`src/bldc_pkg.sv`:
```
// constants, carriers and timing for the motor protection and pwm logic
// assumes a 20 mhz system clock and comparator flags already digital
package bldc_pkg;

  // clock and oscillator timing
  localparam int CLK_PERIOD_NS = 50;
  localparam int OSC_PERIOD_NS = 40000;
  localparam int OSC_RISE_PCT = 95;
  localparam int OSC_CYC = OSC_PERIOD_NS / CLK_PERIOD_NS;
  localparam int OSC_RISE_CYC = OSC_CYC * OSC_RISE_PCT / 100;
  localparam int OSC_W = 10;

  // blanking after chop turn-on, a least time so rounded up
  localparam int BLANK_NS = 2000;
  localparam int BLANK_CYC = (BLANK_NS + CLK_PERIOD_NS - 1) / CLK_PERIOD_NS;

  // dead time between high and low switch, least time rounded up
  localparam int DEAD_NS = 300;
  localparam int DEAD_CYC = (DEAD_NS + CLK_PERIOD_NS - 1) / CLK_PERIOD_NS;
  localparam int DEAD_W = 4;

  // lock time is 20 ms per nf of timer cap, counted in oscillator periods
  localparam int LOCK_CAP_NF = 100;
  localparam int LOCK_TIME_MS = 20 * LOCK_CAP_NF;
  localparam int LOCK_PERIODS = LOCK_TIME_MS * 1000 / (OSC_PERIOD_NS / 1000);
  localparam int LOCK_W = 17;

  // overcurrent off time as a division of the oscillator
  localparam int OCOFF_PERIODS = 8;
  localparam int OCOFF_W = 4;

  // width of the input synchroniser bank
  localparam int SYNC_W = 25;

  // analog fault detector flags
  typedef struct packed {
    logic reg_uv;
    logic cp_uv;
    logic overvoltage_protect;
    logic tsd_hot;
    logic tsd_cool;
    logic therm_alarm;
  } bldc_fault_s;

  // comparator flags from the chopper and duty compare
  typedef struct packed {
    logic cur_peak;
    logic duty_low;
    logic duty_full;
    logic duty_on;
  } bldc_cmp_s;

  // gate requests for the three phases, index 0 = u
  typedef struct packed {
    logic [2:0] hi;
    logic [2:0] lo;
  } bldc_gate_s;

  // per-phase switch state
  typedef enum logic [1:0] {
    BLDC_SW_OFF = 2'b00,
    BLDC_SW_LO = 2'b01,
    BLDC_SW_HI = 2'b10
  } bldc_sw_e;

endpackage

```
`src/bldc_prot_pwm.sv`:
```
// control and protection logic of a three-phase brushless driver
// assumes analog detectors arrive as digital flags from outside the clock domain
module bldc_prot_pwm #(
  parameter int LOCK_PERIODS = bldc_pkg::LOCK_PERIODS
) (
  // clock and power-up reset
  input wire logic sys_clk_i,
  input wire logic resetn_i,
  // rotor position sensors
  input wire logic rotor_pos_u_i,
  input wire logic rotor_pos_v_i,
  input wire logic rotor_pos_w_i,
  // logic control inputs
  input wire logic standby_select_i,
  input wire logic enable_i,
  input wire logic brake_n_i,
  input wire logic dir_i,
  input wire logic pwm_i,
  input wire logic passive_mode_i,
  // analog detectors
  input wire bldc_pkg::bldc_fault_s fault_i,
  input wire bldc_pkg::bldc_cmp_s cmp_i,
  input wire logic [2:0] oc_det_i,
  input wire logic [2:0] neg_det_i,
  // gate drive
  output bldc_pkg::bldc_gate_s gate_o,
  // status
  output logic speed_pulse_out_o,
  output logic lock_o,
  output logic fault_od_o,
  output logic fault_od_oe_o
);

  // synchronised inputs
  logic [bldc_pkg::SYNC_W-1:0] raw;
  logic [bldc_pkg::SYNC_W-1:0] syn;
  logic [2:0] pos;
  logic standby;
  logic disable_req;
  logic brake_n;
  logic dir;
  logic pwm_logic;
  logic passive;
  bldc_pkg::bldc_fault_s flt;
  bldc_pkg::bldc_cmp_s cmp;
  logic [2:0] oc_det;
  logic [2:0] neg_det;

  // state
  logic [bldc_pkg::OSC_W-1:0] osc_r;
  logic [2:0] pos_r;
  logic dir_r;
  logic speed_r;
  logic tsd_r;
  logic lock_r;
  logic [bldc_pkg::LOCK_W-1:0] lock_cnt_r;
  logic [bldc_pkg::OCOFF_W-1:0] ocoff_r;
  logic chop_on_r;
  logic [bldc_pkg::OSC_W-1:0] blank_r;
  logic fault_oe_r;
  logic [1:0] warm_r;

  // combinational terms
  logic warm;
  logic fault_any;
  logic osc_bottom;
  logic osc_falling;
  logic pos_change;
  logic pos_valid;
  logic phase_change;
  logic dir_change;
  logic release_ev;
  logic lock_run;
  logic ocp_hit;
  logic ocp_off;
  logic shutdown;
  logic int_on;
  logic ext_on;
  logic pwm_on;
  logic [2:0] hi_sel;
  logic [2:0] lo_sel;
  bldc_pkg::bldc_sw_e want [3];

  // every pin passes two flops before any logic reads it
  assign raw = {rotor_pos_w_i, rotor_pos_v_i, rotor_pos_u_i,
                standby_select_i, enable_i, brake_n_i, dir_i,
                pwm_i, passive_mode_i, fault_i, cmp_i, oc_det_i, neg_det_i};

  bldc_sync #(
    .W(bldc_pkg::SYNC_W)
  ) u_sync (
    .sys_clk_i(sys_clk_i),
    .resetn_i(resetn_i),
    .d_i(raw),
    .q_o(syn)
  );

  // unpack the synchronised bank
  assign pos = syn[24:22];
  assign standby = syn[21];
  assign disable_req = syn[20];
  assign brake_n = syn[19];
  assign dir = syn[18];
  assign pwm_logic = syn[17];
  assign passive = syn[16];
  assign flt = syn[15:10];
  assign cmp = syn[9:6];
  assign oc_det = syn[5:3];
  assign neg_det = syn[2:0];

  // pwm oscillator: rising ramp then a short falling part
  always_ff @(posedge sys_clk_i or negedge resetn_i) begin
    if (!resetn_i) begin
      osc_r <= '0;
    end else if (standby) begin
      osc_r <= '0;
    end else if (osc_r == bldc_pkg::OSC_W'(bldc_pkg::OSC_CYC - 1)) begin
      osc_r <= '0;
    end else begin
      osc_r <= osc_r + 1'b1;
    end
  end

  // bottom point is the wrap; falling part is the last 5 percent
  assign osc_bottom = !standby && (osc_r == bldc_pkg::OSC_W'(bldc_pkg::OSC_CYC - 1));
  assign osc_falling = (osc_r >= bldc_pkg::OSC_W'(bldc_pkg::OSC_RISE_CYC));

  // rotor position and direction history
  always_ff @(posedge sys_clk_i or negedge resetn_i) begin
    if (!resetn_i) begin
      pos_r <= '0;
      dir_r <= 1'b0;
    end else begin
      pos_r <= pos;
      dir_r <= dir;
    end
  end

  // the sync bank reads zero for two edges after reset while pos_r is
  // already zero; a rotor parked on a valid step would then look like a
  // phase change and toggle the speed pulse right after power-up
  // limitation: a real step in those first edges is missed and never toggles the speed pulse
  always_ff @(posedge sys_clk_i or negedge resetn_i) begin
    if (!resetn_i) begin
      warm_r <= 2'h0;
    end else if (warm_r != 2'h3) begin
      warm_r <= warm_r + 2'h1;
    end
  end

  assign warm = (warm_r == 2'h3);

  assign pos_change = warm && (pos != pos_r);
  assign pos_valid = (pos != 3'b000) && (pos != 3'b111);
  assign phase_change = pos_change && pos_valid;
  assign dir_change = (dir != dir_r);

  // speed pulse toggles on each commutation step
  always_ff @(posedge sys_clk_i or negedge resetn_i) begin
    if (!resetn_i) begin
      speed_r <= 1'b0;
    end else if (standby) begin
      speed_r <= speed_r;
    end else if (phase_change) begin
      speed_r <= !speed_r;
    end
  end

  assign speed_pulse_out_o = speed_r;

  // thermal latch; the cool flag means below trip minus hysteresis
  always_ff @(posedge sys_clk_i or negedge resetn_i) begin
    if (!resetn_i) begin
      tsd_r <= 1'b0;
    end else if (flt.tsd_hot) begin
      tsd_r <= 1'b1;
    end else if (flt.tsd_cool) begin
      tsd_r <= 1'b0;
    end
  end

  // any release event clears counter and lock; power-up is the reset
  // the position strobe is any code change, not only the valid steps that clock the speed pulse
  assign release_ev = !brake_n || disable_req || dir_change || pos_change;

  // the counter clears and holds at zero only for regulator undervoltage and standby
  assign lock_run = !flt.reg_uv && !standby;

  // lock counter advances once per oscillator period
  always_ff @(posedge sys_clk_i or negedge resetn_i) begin
    if (!resetn_i) begin
      lock_cnt_r <= '0;
      lock_r <= 1'b0;
    end else if (release_ev) begin
      lock_cnt_r <= '0;
      lock_r <= 1'b0;
    end else if (!lock_run) begin
      lock_cnt_r <= '0;
      lock_r <= lock_r;
    end else if (lock_r) begin
      lock_cnt_r <= lock_cnt_r; // latched lock waits for a release event
    end else if (osc_bottom) begin
      if (lock_cnt_r == bldc_pkg::LOCK_W'(LOCK_PERIODS - 1)) begin
        lock_r <= 1'b1;
        lock_cnt_r <= '0;
      end else begin
        lock_cnt_r <= lock_cnt_r + 1'b1;
      end
    end
  end

  assign lock_o = lock_r;

  // output detector flags any phase overcurrent
  assign ocp_hit = |oc_det;

  // overcurrent off timer, counted in oscillator bottoms
  always_ff @(posedge sys_clk_i or negedge resetn_i) begin
    if (!resetn_i) begin
      ocoff_r <= '0;
    end else if (standby) begin
      ocoff_r <= '0;
    end else if (ocp_hit) begin
      ocoff_r <= bldc_pkg::OCOFF_W'(bldc_pkg::OCOFF_PERIODS);
    end else if (osc_bottom && (ocoff_r != '0)) begin
      ocoff_r <= ocoff_r - 1'b1;
    end
  end

  assign ocp_off = (ocoff_r != '0);

  // every protection and the lock force all phases to float
  assign shutdown = standby || flt.reg_uv || flt.cp_uv || flt.overvoltage_protect || tsd_r || ocp_off || lock_r;

  // peak current chopper: on at bottom, off at peak after blanking
  always_ff @(posedge sys_clk_i or negedge resetn_i) begin
    if (!resetn_i) begin
      chop_on_r <= 1'b0;
      blank_r <= '0;
    end else if (standby) begin
      chop_on_r <= 1'b0;
      blank_r <= '0;
    end else if (osc_bottom) begin
      chop_on_r <= 1'b1;
      blank_r <= bldc_pkg::OSC_W'(bldc_pkg::BLANK_CYC);
    end else if (blank_r != '0) begin
      blank_r <= blank_r - 1'b1;
    end else if (cmp.cur_peak) begin
      chop_on_r <= 1'b0;
    end
  end

  assign int_on = chop_on_r;

  // duty compare: low disables, full gives 100 percent, else ramp compare
  // the falling part is forced off unless the duty voltage is above full
  assign ext_on = !cmp.duty_low && (cmp.duty_full || (cmp.duty_on && !osc_falling));

  // all three sources must ask for on; any off wins
  assign pwm_on = int_on && ext_on && pwm_logic;

  // commutation table; reverse direction swaps high and low
  always_comb begin
    hi_sel = 3'b000;
    lo_sel = 3'b000;
    case (pos)
      3'b101: begin
        hi_sel = 3'b001;
        lo_sel = 3'b010;
      end
      3'b001: begin
        hi_sel = 3'b001;
        lo_sel = 3'b100;
      end
      3'b011: begin
        hi_sel = 3'b010;
        lo_sel = 3'b100;
      end
      3'b010: begin
        hi_sel = 3'b010;
        lo_sel = 3'b001;
      end
      3'b110: begin
        hi_sel = 3'b100;
        lo_sel = 3'b001;
      end
      3'b100: begin
        hi_sel = 3'b100;
        lo_sel = 3'b010;
      end
      default: begin
        hi_sel = 3'b000;
        lo_sel = 3'b000;
      end
    endcase
    if (!dir) begin
      {hi_sel, lo_sel} = {lo_sel, hi_sel};
    end
  end

  // per-phase request: disable floats, brake shorts low, else commutate
  // pwm off keeps the low switch and releases the high one; in passive
  // mode the high phase's low switch rectifies while recirculation shows
  always_comb begin
    for (int i = 0; i < 3; i++) begin
      want[i] = bldc_pkg::BLDC_SW_OFF;
      if (shutdown || disable_req) begin
        want[i] = bldc_pkg::BLDC_SW_OFF;
      end else if (!brake_n) begin
        want[i] = bldc_pkg::BLDC_SW_LO;
      end else if (lo_sel[i]) begin
        want[i] = bldc_pkg::BLDC_SW_LO;
      end else if (hi_sel[i] && pwm_on) begin
        want[i] = bldc_pkg::BLDC_SW_HI;
      end else if (hi_sel[i] && passive && neg_det[i]) begin
        want[i] = bldc_pkg::BLDC_SW_LO;
      end else begin
        want[i] = bldc_pkg::BLDC_SW_OFF;
      end
    end
  end

  // one dead-time driver per phase
  for (genvar g = 0; g < 3; g++) begin : g_phase
    bldc_phase_gate u_gate (
      .sys_clk_i(sys_clk_i),
      .resetn_i(resetn_i),
      .want_i(want[g]),
      .hi_o(gate_o.hi[g]),
      .lo_o(gate_o.lo[g])
    );
  end

  // listed faults for the indicator; thermal shutdown itself is not one,
  // the alarm flag trips well before it
  assign fault_any = flt.reg_uv || flt.cp_uv || flt.overvoltage_protect ||
                     flt.therm_alarm || ocp_off || lock_r;

  // open-drain fault indicator pulls low while a listed fault stands
  // standby leaves it floating, the bias being cut
  always_ff @(posedge sys_clk_i or negedge resetn_i) begin
    if (!resetn_i) begin
      fault_oe_r <= 1'b0;
    end else begin
      fault_oe_r <= !standby && fault_any;
    end
  end

  assign fault_od_oe_o = fault_oe_r;
  assign fault_od_o = 1'b0;

endmodule

```
`src/bldc_sync.sv`:
```
// two-flop synchroniser bank for pin inputs
// assumes inputs are asynchronous to sys_clk_i
module bldc_sync #(
  parameter int W = 1
) (
  // clock and reset
  input wire logic sys_clk_i,
  input wire logic resetn_i,
  // data
  input wire logic [W-1:0] d_i,
  output logic [W-1:0] q_o
);

  logic [W-1:0] meta_r;
  logic [W-1:0] q_r;

  // first stage feeds only the second
  always_ff @(posedge sys_clk_i or negedge resetn_i) begin
    if (!resetn_i) begin
      meta_r <= '0;
      q_r <= '0;
    end else begin
      meta_r <= d_i;
      q_r <= meta_r;
    end
  end

  assign q_o = q_r;

endmodule

```
`src/bldc_phase_gate.sv`:
```
// one half-bridge drive with dead time between switch changes
// assumes the request never asks for high and low together
module bldc_phase_gate (
  // clock and reset
  input wire logic sys_clk_i,
  input wire logic resetn_i,
  // requested state
  input wire bldc_pkg::bldc_sw_e want_i,
  // gate drive
  output logic hi_o,
  output logic lo_o
);

  bldc_pkg::bldc_sw_e state_r;
  logic [bldc_pkg::DEAD_W-1:0] dead_r;

  // leaving a conducting state always passes through off for the dead time
  always_ff @(posedge sys_clk_i or negedge resetn_i) begin
    if (!resetn_i) begin
      state_r <= bldc_pkg::BLDC_SW_OFF;
      dead_r <= '0;
    end else if (want_i != state_r) begin
      if (state_r != bldc_pkg::BLDC_SW_OFF) begin
        state_r <= bldc_pkg::BLDC_SW_OFF;
        dead_r <= bldc_pkg::DEAD_W'(bldc_pkg::DEAD_CYC);
      end else if (dead_r != '0) begin
        dead_r <= dead_r - 1'b1;
      end else begin
        state_r <= want_i;
      end
    end else if (dead_r != '0) begin
      dead_r <= dead_r - 1'b1;
    end
  end

  assign hi_o = (state_r == bldc_pkg::BLDC_SW_HI);
  assign lo_o = (state_r == bldc_pkg::BLDC_SW_LO);

endmodule

```
`config.mk`:
```
export PLATFORM = sky130hd
export DESIGN_NAME = bldc_prot_pwm
export DESIGN_NICKNAME = d
export VERILOG_FILES = /design/src/bldc_pkg.sv /design/src/bldc_prot_pwm.sv /design/src/bldc_sync.sv /design/src/bldc_phase_gate.sv
export SDC_FILE = /design/constraint.sdc
export NUM_CORES = 1
export LEC_CHECK = 0
export BUFFER_PORTS_ARGS = -buffer_cell sky130_fd_sc_hd__buf_2
export CORE_ASPECT_RATIO = 1.1
export CORE_MARGIN = 5
export CORE_UTILIZATION = 30
export CTS_BUF_LIST = sky130_fd_sc_hd__clkbuf_16
export CTS_CLUSTER_SIZE = 30
export DETAILED_ROUTE_END_ITERATION = 8
export HOLD_SLACK_MARGIN = 0.08
export PLACE_DENSITY_LB_ADDON = 0.3
export SYNTH_ARGS = -nofsm -noshare
export SYNTH_HDL_FRONTEND = slang
export SYNTH_SLANG_ARGS = --single-unit
export TNS_END_PERCENT = 1
```
`constraint.sdc`:
```
create_clock -name sys_clk_i -period 2.2 [get_ports sys_clk_i]
set_input_delay 0.44 -clock sys_clk_i [delete_from_list [all_inputs] [get_ports sys_clk_i]]
set_output_delay 0.44 -clock sys_clk_i [all_outputs]
set_load 0.02 [all_outputs]
```
==> results.md, run 1 <==
Detailed routing
• First-pass DRT Iterations: 4
• routed via count divided by cell count: 4.71
• Iter 0 DRT Violations: 143
• post-route antenna net violation count: 0
• vias post-DR: 3804
• DRT Wirelength: 10.6 mm
• wire length per cell after detailed routing: 13.1 µm
• drc violations: 0

Logic synthesis
• async set-or-reset flop fraction in the synthesized netlist: 100%
• number of warnings printed during yosys synthesis: 0
• Main synth FF type: dfrtp_1
• Netlist cell types: 56
• count of flip-flops with a built-in enable after synthesis: 0
• sequential cell area fraction in the yosys report: 56.8%
• synthesized area: 0.00529 mm²
• average size of a mapped cell: 10.7 µm²
• post-synthesis sequential element count: 120
• Post-Syn Instances: 493
• number of nets in the synthesized netlist: 529

STA
• clk_skew: 0.00952 ns
• final number of hold-violating endpoints: 0
• final worst path period share: 98.8%
• Final Max Slew Viols: 0
• Slew HR: 58.9%
• least setup slack across all paths after layout: 0.0257 ns
• Max Clock Freq: 460 MHz
• RSZ-0062 raised after global routing: yes
• final critical path time including I/O delays and setup: 2.17 ns
• Setup Total Neg Slack: 0 ns
• Least-Margin Pin Slew: 0.608 ns
• final setup fails: 0

Layout
• commonest cells after routing, fill and taps aside: 120 x dfrtp_1, 53 x nor2_1, 34 x buf_2, 31 x buf_4, 25 x nand2_1
• Non-Filler Instances: 807
• number of inserted diodes: 0
• Layout fillers: 1690
• area occupied by multi-input gates: 0.00215 mm²
• most common cell after layout, fill and taps aside: dfrtp_1
• number of nets in the layout: 592
• synthesis-to-finish area growth: 23.4%
• final cell utilization of the core: 37.2%
• share of layout cells above drive strength 1: 19.9%
• register cell area after layout: 0.00300 mm²

Critical path
• arrival time reported for the critical path endpoint: 2.44 ns
• endpoint required time on the critical path: 2.47 ns
• kind of end point of the critical path: flop
• buffers and inverters on the worst path: 1
• delay of the slowest cell on the worst path: 0.38 ns
• startpoint-to-endpoint class of the critical path: reg2reg
• critical-path cell with the highest stage delay: or3_4
• type of element launching the critical path: flop
• critical path fanouts, max: 6
• crit-path cells: inv_1 > ha_1 > or3b_1 > or3_4 > or3_4 > nand2_1 > xor2_1 > nor2_1
• crit-path leading delay family: simple AND/OR/NAND/NOR gates
• cell type with the highest occurrence count on the critical path: or3_4

Placed design
• worst slack at placement: -0.0698 ns
• HPWL after detailed placement: 7.52 mm
• routability cong.: 0.833
• placed cell count: 774
• count of buffers from port buffering: 35

Clock network
• CTS clock-pin slew for the worst setup and hold paths: 0.06 ns
• clock sink total: 120
• maximum clock insertion buffer count: 2
• clock buffer count from CTS: 17
• clock latency on the worst-skew pair: 0.40 ns
• H-Tree Level Count: 4
• buffer cell driving the clock tree root: clkbuf_16
• CTS tree: done
• post-CTS setup buffer count: 0

Floorplanning
• Initial Utilization: 30.1%
• vertical die dimension: 149 µm
• Core Rows: 51
• IO Count: 37
• area of the placeable core: 0.0175 mm²
• horizontal extent of the die: 137 µm
• Die Footprint: 0.0204 mm²

Global routing
• antenna violations before repair: 0
• maximum number of pins on one net before global-route repair: 66
• vias in the first global route: 3989
• first-pass GRT wire length: 18.4 mm
• GRT Residual Overflow: 0
• GRT Overall Usage: 11.2%

Status
• outcome: complete, no violations

Worst hold path
• worst hold path class: in2reg

Pwr
• LEAKAGE: 2.82 nW
• peak supply drop: 0.000456 V
• Power per Cell Area: 900 mW/mm²

Job
• # Max-Cap Violations: 0

-- cells in the mapped netlist (13+ instances only) --
cell,instances,area [µm²]
dfrtp_1,120,3000
nor2_1,53,199
nand2_1,25,93.8
a21oi_1,24,120
xor2_1,20,175
nand3_1,18,90.1
inv_1,16,60.1
nor2b_1,16,100
nor3_1,16,80.1
nand2b_1,13,81.3
or3_1,13,81.3
-- sequential cells by signal, summed over array words and instances (netlist names) --
signal and count:
u_sync.meta_r 25, u_sync.q_o 25, lock_cnt_r 17, g_phase.u_gate.dead_r 12, blank_r 10, osc_r 10
g_phase.u_gate.state_r 6, ocoff_r 4, pos_r 3, warm_r 2, chop_on_r 1, dir_r 1
fault_od_oe_o 1, lock_o 1, speed_pulse_out_o 1, tsd_r 1
-- metrics by stage --
| stage | hold WS [ns] | power (mW) | area, µm² |
|---|---|---|---|
| 2_1_floorplan | 0.144 | 3.01 | 5290 |
| 6_report | 0.138 | 5.87 | 6530 |
| 3_3_place_gp | 0.335 | 3.19 | 5890 |
| 4_1_cts | 0.116 | 5.96 | 6490 |
| 3_5_place_dp | 0.335 | 3.25 | 5890 |
| 5_1_grt | 0.121 | 6.18 | 6530 |
-- what timing repair did --
action / 4_1_cts / 5_1_grt
pin swaps: 1 / 1
setup endpoints to repair: 3 / 22
hold endpoints to repair: 29 / 0
resized for setup: 1 / 8
hold buffers: 1 / 0
-- report_power, final --
part / leakage (nW) / internal [mW] / switching (mW)
sequential: 1.51 / 2.39 / 0.120
combinational: 1.03 / 0.338 / 0.356
clock: 0.283 / 1.67 / 1.00
-- routing by layer --
| layer | routed length, µm | track usage (%) |
|---|---|---|
| met1 | 4730 | 13.4 |
| met2 | 5340 | 18.7 |
| met3 | 316 | 2.97 |
| met4 | 189 | 4.99 |
| met5 | 0 | 0 |
-- layout make-up --
| class | count | area share (%) |
|---|---|---|
| inverter | 16 | 0.920 |
| multi-input combinational | 334 | 33.0 |
| sequential | 120 | 46.0 |
| timing repair buffer | 67 | 6.63 |
| tap | 238 | 4.56 |
| clock buffer | 17 | 6.52 |
| clock inverter | 15 | 2.36 |
-- final timing paths --
path                              startpoint                     endpoint  slack, ns  cells past startpoint
setup / recovery                  blank_r[0]                   blank_r[2]       0.03                      8
hold / removal                   oc_det_i[1]             u_sync.meta_r[4]       0.14                      1
setup reg to reg                  blank_r[0]                   blank_r[2]       0.03                      8
hold reg to reg            u_sync.meta_r[14]               u_sync.q_o[14]       0.34                      0
max in group asynchronous           resetn_i  g_phase[1].u_gate.dead_r[2]       1.03                      3
min in group asynchronous           resetn_i            u_sync.meta_r[19]       0.50                      2
-- cells by family after synthesis --
kind of cell    synth area share (%)
other cells                   0.0709
compound gates                  10.7
fa+ha+maj                       2.13
mux                            0.970
xor+xnor                        5.13
flops                           56.8
simple gates                    20.8
buf+inv                         3.38
-- worst register-to-register path, stage by stage, from the launching register on --
cell     delay, ns
dfrtp_1       0.37
inv_1         0.08
ha_1          0.16
or3b_1        0.36
or3_4         0.37
or3_4         0.38
nand2_1       0.10
xor2_1        0.16
nor2_1        0.05
Power figures use the tool's default switching activity.
==> inputs of run 2 (changes only) <==
--- a/config.mk
+++ b/config.mk
@@ -5,7 +5,10 @@
 export SDC_FILE = /design/constraint.sdc
 export NUM_CORES = 1
 export LEC_CHECK = 0
+export ABC_AREA = 0
 export BUFFER_PORTS_ARGS = -buffer_cell sky130_fd_sc_hd__buf_2
+export CELL_PAD_IN_SITES_DETAIL_PLACEMENT = 0
+export CELL_PAD_IN_SITES_GLOBAL_PLACEMENT = 2
 export CORE_ASPECT_RATIO = 1.1
 export CORE_MARGIN = 5
 export CORE_UTILIZATION = 30
==> results.md, run 2 (same netlist as run 1, synthesis figures left out) <==
Floorplanning
• vertical die dimension: 149 µm, unchanged
• Die Footprint: 0.0204 mm², unchanged
• horizontal extent of the die: 137 µm, unchanged
• IO Count: 37, unchanged
• area of the placeable core: 0.0175 mm², unchanged
• Core Rows: 51, unchanged
• Initial Utilization: 30.1%, unchanged

Detailed routing
• wire length per cell after detailed routing: 13.6 µm, +4.0%
• post-route antenna net violation count: 0, unchanged
• DRT Wirelength: 11.1 mm, +5.2%
• vias post-DR: 3800, -0.11%
• First-pass DRT Iterations: 4, unchanged
• Iter 0 DRT Violations: 138, -3.5%
• drc violations: 0, unchanged
• routed via count divided by cell count: 4.66, -1.2%

Placed design
• routability cong.: 0.804, -3.5%
• post-placement cell area: 0.00596 mm², +1.1%
• count of buffers from port buffering: 35, unchanged
• HPWL after detailed placement: 8.17 mm, +8.5%

STA
• Max Clock Freq: 472 MHz, +2.6%
• Least-Margin Pin Slew: 0.640 ns, +0.0327 ns
• hold slack: 0.134 ns, -0.00429 ns
• final worst path period share: 96.3%, -2.5 points
• Slew HR: 57.2%, -1.6 points
• final number of hold-violating endpoints: 0, unchanged
• final setup fails: 0, unchanged
• RSZ-0062 raised after global routing: yes
• clk_skew: 0.00841 ns, -0.00112 ns
• Final Max Slew Viols: 0, unchanged
• final critical path time including I/O delays and setup: 2.12 ns, -0.0554 ns

Pwr
• proportion of total power due to net switching: 24.5%, -0.67 points
• switching power: 1.51 mW, +1.9%
• Clock Power Share: 47.6%, +2.1 points
• Reg power frac: 40.8%, -1.9 points
• LEAKAGE: 2.90 nW, +2.7%
• peak supply drop: 0.000564 V, +24%
• Pint: 4.64 mW, +5.6%
• logic gate share of total power: 11.7%, about the same
• Power per Cell Area: 924 mW/mm², +2.7%

Global routing
• first-pass GRT wire length: 19.6 mm, +6.4%
• GRT Overall Usage: 12.2%, +1.0 points
• maximum number of pins on one net before global-route repair: 32, -52%
• GRT Residual Overflow: 0, unchanged
• vias in the first global route: 3988, -0.025%
• antenna violations before repair: 0, unchanged

Clock network
• post-CTS setup buffer count: 0, unchanged
• CTS clock-pin slew for the worst setup and hold paths: 0.06 ns, about the same
• clock buffer count from CTS: 17, unchanged
• clock latency on the worst-skew pair: 0.41 ns, about the same
• clock sink total: 120, unchanged
• buffer cell driving the clock tree root: clkbuf_16
• maximum clock insertion buffer count: 2, unchanged
• H-Tree Level Count: 4, unchanged
• CTS tree: done

Layout
• most common cell after layout, fill and taps aside: dfrtp_1
• number of inserted diodes: 0, unchanged
• number of nets in the layout: 601, +1.5%
• final standard cell area without fillers: 0.00665 mm², +2.0%
• share of layout cells above drive strength 1: 21.6%, +1.8 points
• Layout fillers: 1732, +2.5%
• commonest cells after routing, fill and taps aside: 120 x dfrtp_1, 53 x nor2_1, 39 x buf_4, 34 x buf_2, 25 x nand2_1
• synthesis-to-finish area growth: 25.8%

Critical path
• endpoint required time on the critical path: 2.49 ns, +0.02 ns
• startpoint-to-endpoint class of the critical path: reg2reg
• critical path fanouts, max: 6, unchanged
• type of element launching the critical path: flop
• kind of end point of the critical path: flop
• arrival time reported for the critical path endpoint: 2.41 ns, -0.03 ns

Worst hold path
• worst hold path class: in2reg

Job
• # Max-Cap Violations: 0, unchanged

Status
• outcome: complete, no violations

run 2: changes by cell type in the layout (fill, tap and decap cells not counted), moves of 2 or more:
cell | before | now
clkinv_4 | 4 | 2
bufinv_16 | 2 | 4
nor3_1 | 14 | 16
buf_4 | 31 | 39
nor3_2 | 3 | 1
run 2: critical path, stage by stage (launching register included):
cell and delay, ns:
dfrtp_1 0.38, inv_2 0.07, ha_1 0.15, or3b_1 0.36
or3_4 0.37, or3_4 0.38, nand3b_2 0.09, xor2_1 0.15
nor2_1 0.05
run 2: routing by layer:
layer / wire, µm / track usage, % / share of wire (%) / vias up
met5: 0 / 0 / 0 / -
met1: 5190 / 15.5 / 47 / 1844
met4: 287 / 6.10 / 2.6 / 0
met3: 350 / 3.17 / 3.1 / 20
met2: 5290 / 19.1 / 48 / 52
li1: - / - / - / 1884
run 2: power by group through the flow:
stage          Combinational [mW]  Sequential, mW  Clock, mW
3_5_place_dp                0.724            2.55          0
5_1_grt                     0.835            2.53       3.10
4_1_cts                     0.729            2.51       3.01
2_1_floorplan               0.487            2.53          0
6_report                    0.718            2.51       2.92
3_3_place_gp                0.690            2.54          0
run 2: worst paths after layout:
path,start,end,slack [ns],cells after the start
max reg2reg,blank_r[0],blank_r[7],0.08,8
min,standby_select_i,u_sync.meta_r[21],0.13,1
min reg2reg,u_sync.meta_r[11],u_sync.q_o[11],0.34,0
min in group asynchronous,resetn_i,chop_on_r,0.53,2
max,blank_r[0],blank_r[7],0.08,8
max in group asynchronous,resetn_i,lock_cnt_r[10],1.04,3
run 2: final cells by class:
| cell class | instances | area (µm²) | area share [%] |
|---|---|---|---|
| Clock buffer | 17 | 425 | 6.39 |
| Clock inverter | 15 | 200 | 3.01 |
| Inverter | 16 | 60.1 | 0.903 |
| Multi-Input combinational cell | 334 | 2160 | 32.5 |
| Sequential cell | 120 | 3000 | 45.1 |
| Tap cell | 238 | 298 | 4.48 |
| Timing Repair Buffer | 76 | 504 | 7.58 |
run 2: metrics by stage:
stage | instances | setup TNS [ns] | total power [mW] | util (%) | setup WS [ns]
after floorplan | 493 | 0 | 3.01 | - | 0.00736
after global placement | 783 | -0.0181 | 3.23 | 34.0 | -0.0181
after detailed placement | 783 | -0.103 | 3.27 | 34.0 | -0.0271
after CTS | 816 | 0 | 6.25 | 37.7 | 0.0149
after global routing | 816 | -0.0118 | 6.47 | 37.9 | -0.00983
final | 816 | 0 | 6.15 | 37.9 | 0.0812
run 2: repair_timing:
action | CTS | global route
pin swaps | 0 | 1
endpoints found under the hold margin | 26 | 0
hold buffers | 1 | 0
gates resized for setup | 4 | 11
endpoints found under the setup margin | 8 | 24
==> inputs of run 3 (changes only) <==
--- a/config.mk
+++ b/config.mk
@@ -12,7 +12,6 @@
 export CORE_ASPECT_RATIO = 1.1
 export CORE_MARGIN = 5
 export CORE_UTILIZATION = 30
-export CTS_BUF_LIST = sky130_fd_sc_hd__clkbuf_16
 export CTS_CLUSTER_SIZE = 30
 export DETAILED_ROUTE_END_ITERATION = 8
 export HOLD_SLACK_MARGIN = 0.08
==> results.md, run 3 (same netlist as run 1, synthesis figures left out) <==
STA
• final number of hold-violating endpoints: 0, unchanged
• Max Clock Freq: 472 MHz, about the same
• final setup fails: 0, unchanged
• final worst path period share: 96.3%, about the same
• Final Max Slew Viols: 0, unchanged
• clk_skew: 0.00990 ns, +0.00149 ns
• Least-Margin Pin Slew: 0.640 ns, unchanged
• Slew HR: 57.2%, unchanged
• final critical path time including I/O delays and setup: 2.12 ns, -0.0000184 ns
• Setup Total Neg Slack: 0 ns, unchanged
• RSZ-0062 raised after global routing: yes
• hold slack: 0.134 ns, -0.000203 ns

Critical path
• setup slack, reg-to-reg: 0.08 ns, about the same
• arrival time reported for the critical path endpoint: 2.41 ns, about the same
• kind of end point of the critical path: flop
• critical-path cell with the highest stage delay: dfrtp_1
• startpoint-to-endpoint class of the critical path: reg2reg
• delay of the slowest cell on the worst path: 0.38 ns, about the same
• cell type with the highest occurrence count on the critical path: or3_4
• end of the worst register-to-register path: blank_r[7]
• critical path fanouts, max: 6, unchanged
• type of element launching the critical path: flop
• endpoint required time on the critical path: 2.49 ns, about the same
• crit-path cells: inv_2 > ha_1 > or3b_1 > or3_4 > or3_4 > nand3b_2 > xor2_1 > nor2_1
• path depth of the worst reg2reg path: 8, unchanged
• worst reg2reg path startpoint: blank_r[0]

Global routing
• first-pass GRT wire length: 19.6 mm, unchanged
• maximum number of pins on one net before global-route repair: 32, unchanged
• GRT Overall Usage: 12.2%, unchanged
• vias in the first global route: 3988, unchanged
• GRT Residual Overflow: 0, unchanged
• antenna violations before repair: 0, unchanged

Pwr
• post-layout power: 6.16 mW, +0.13%
• Power per Cell Area: 925 mW/mm², +0.13%
• Pint: 4.65 mW, +0.20%
• proportion of total power due to net switching: 24.4%, -0.054 points
• LEAKAGE: 2.89 nW, -0.29%
• logic gate share of total power: 11.7%, about the same
• Reg power frac: 40.7%, about the same
• peak supply drop: 0.000564 V, about the same
• switching power: 1.51 mW, about the same
• Clock Power Share: 47.6%, about the same

Detailed routing
• First-pass DRT Iterations: 4, unchanged
• wire length per cell after detailed routing: 13.7 µm, +0.17%
• Iter 0 DRT Violations: 135, -2.2%
• DRT Wirelength: 11.1 mm, +0.17%
• routed via count divided by cell count: 4.67, +0.24%
• post-route antenna net violation count: 0, unchanged
• drc violations: 0, unchanged
• vias post-DR: 3809, +0.24%

Clock network
• post-CTS setup buffer count: 0, unchanged
• maximum clock insertion buffer count: 2, unchanged
• clock latency on the worst-skew pair: 0.41 ns, about the same
• clock buffer count from CTS: 17, unchanged
• H-Tree Level Count: 4, unchanged
• CTS tree: done
• buffer cell driving the clock tree root: clkbuf_16
• CTS clock-pin slew for the worst setup and hold paths: 0.06 ns, about the same
• clock sink total: 120, unchanged

Floorplanning
• IO Count: 37, unchanged
• Initial Utilization: 30.1%, unchanged
• Die Footprint: 0.0204 mm², unchanged
• area of the placeable core: 0.0175 mm², unchanged
• vertical die dimension: 149 µm, unchanged
• horizontal extent of the die: 137 µm, unchanged
• Core Rows: 51, unchanged

Layout
• most common cell after layout, fill and taps aside: dfrtp_1
• Layout fillers: 1732, unchanged
• number of nets in the layout: 601, unchanged
• synthesis-to-finish area growth: 25.8%, unchanged
• share of layout cells above drive strength 1: 21.6%, unchanged
• final cell utilization of the core: 37.9%, unchanged
• Non-Filler Instances: 816, unchanged
• number of inserted diodes: 0, unchanged
• commonest cells after routing, fill and taps aside: 120 x dfrtp_1, 53 x nor2_1, 39 x buf_4, 34 x buf_2, 25 x nand2_1

Worst hold path
• number of cells on the worst hold path: 1, unchanged
• Worst Hold Endpoint: u_sync.meta_r[2]
• worst hold path class: in2reg
• worst hold start: neg_det_i[2]

Placed design
• HPWL after detailed placement: 8.17 mm, unchanged
• routability cong.: 0.804, unchanged
• count of buffers from port buffering: 35, unchanged
• placed cell count: 783, unchanged

Status
• outcome: complete, no violations

Job
• # Max-Cap Violations: 0, unchanged

[run 3: cell count changes in the layout (fill, tap and decap cells not counted)]
cell	delta
clkbuf_1	+2
inv_1	-2
[run 3: worst max path at each step]
| stage | cells after the start | from | to |
|---|---|---|---|
| 3_3_place_gp | 8 | blank_r[0] | blank_r[2] |
| 3_5_place_dp | 8 | ocoff_r[0] | g_phase[1].u_gate.dead_r[2] |
| 2_1_floorplan | 9 | blank_r[0] | blank_r[7] |
| 5_1_grt | 9 | osc_r[1] | lock_cnt_r[11] |
| 4_1_cts | 8 | blank_r[0] | blank_r[3] |
| 6_report | 8 | blank_r[0] | blank_r[7] |
[run 3: critical path: cells and delay by family, from the launching register on]
kind	cells	cell delay, ns
AND/OR/NAND/NOR	5	1.25
flip-flops	1	0.38
adder cells (fa/ha/maj)	1	0.15
XOR/XNOR	1	0.15
buffers and inverters	1	0.07
[run 3: cell type report]
cell class	instances	area (µm²)	area share [%]
multi-input cells	334	2160	32.5
clock inverters	13	193	2.90
well taps	238	298	4.48
clock buffers	19	433	6.51
inverters	16	60.1	0.903
flip-flops and latches	120	3000	45.1
repair buffers	76	504	7.58
[run 3: what timing repair did]
action / 4_1_cts / 5_1_grt
endpoints found under the setup margin: 8 / 24
endpoints found under the hold margin: 26 / 0
pin swaps: 0 / 1
resized for setup: 4 / 11
hold buffers: 1 / 0
cloned: 0 / 0
[run 3: routing by layer]
layer  wire, µm  GRT usage [%]  vias up
met5          0              0        -
met4        245           6.10        0
met3        337           3.17       18
met2       5340           19.1       51
met1       5220           15.5     1856
li1           -              -     1884
[run 3: power by group through the flow]
| stage | registers [mW] | clock network [mW] | logic (mW) |
|---|---|---|---|
| 3_3_place_gp | 2.54 | 0 | 0.690 |
| 2_1_floorplan | 2.53 | 0 | 0.487 |
| 4_1_cts | 2.51 | 3.02 | 0.729 |
| 5_1_grt | 2.53 | 3.11 | 0.835 |
| 3_5_place_dp | 2.55 | 0 | 0.724 |
| 6_report | 2.51 | 2.93 | 0.718 |
[run 3: through the flow]
| stage | setup WS, ns | instance area (µm²) |
|---|---|---|
| 2_1_floorplan | 0.00736 | 5290 |
| 3_3_place_gp | -0.0181 | 5960 |
| 3_5_place_dp | -0.0271 | 5960 |
| 4_1_cts | 0.0149 | 6610 |
| 5_1_grt | -0.00983 | 6650 |
| 6_report | 0.0812 | 6650 |
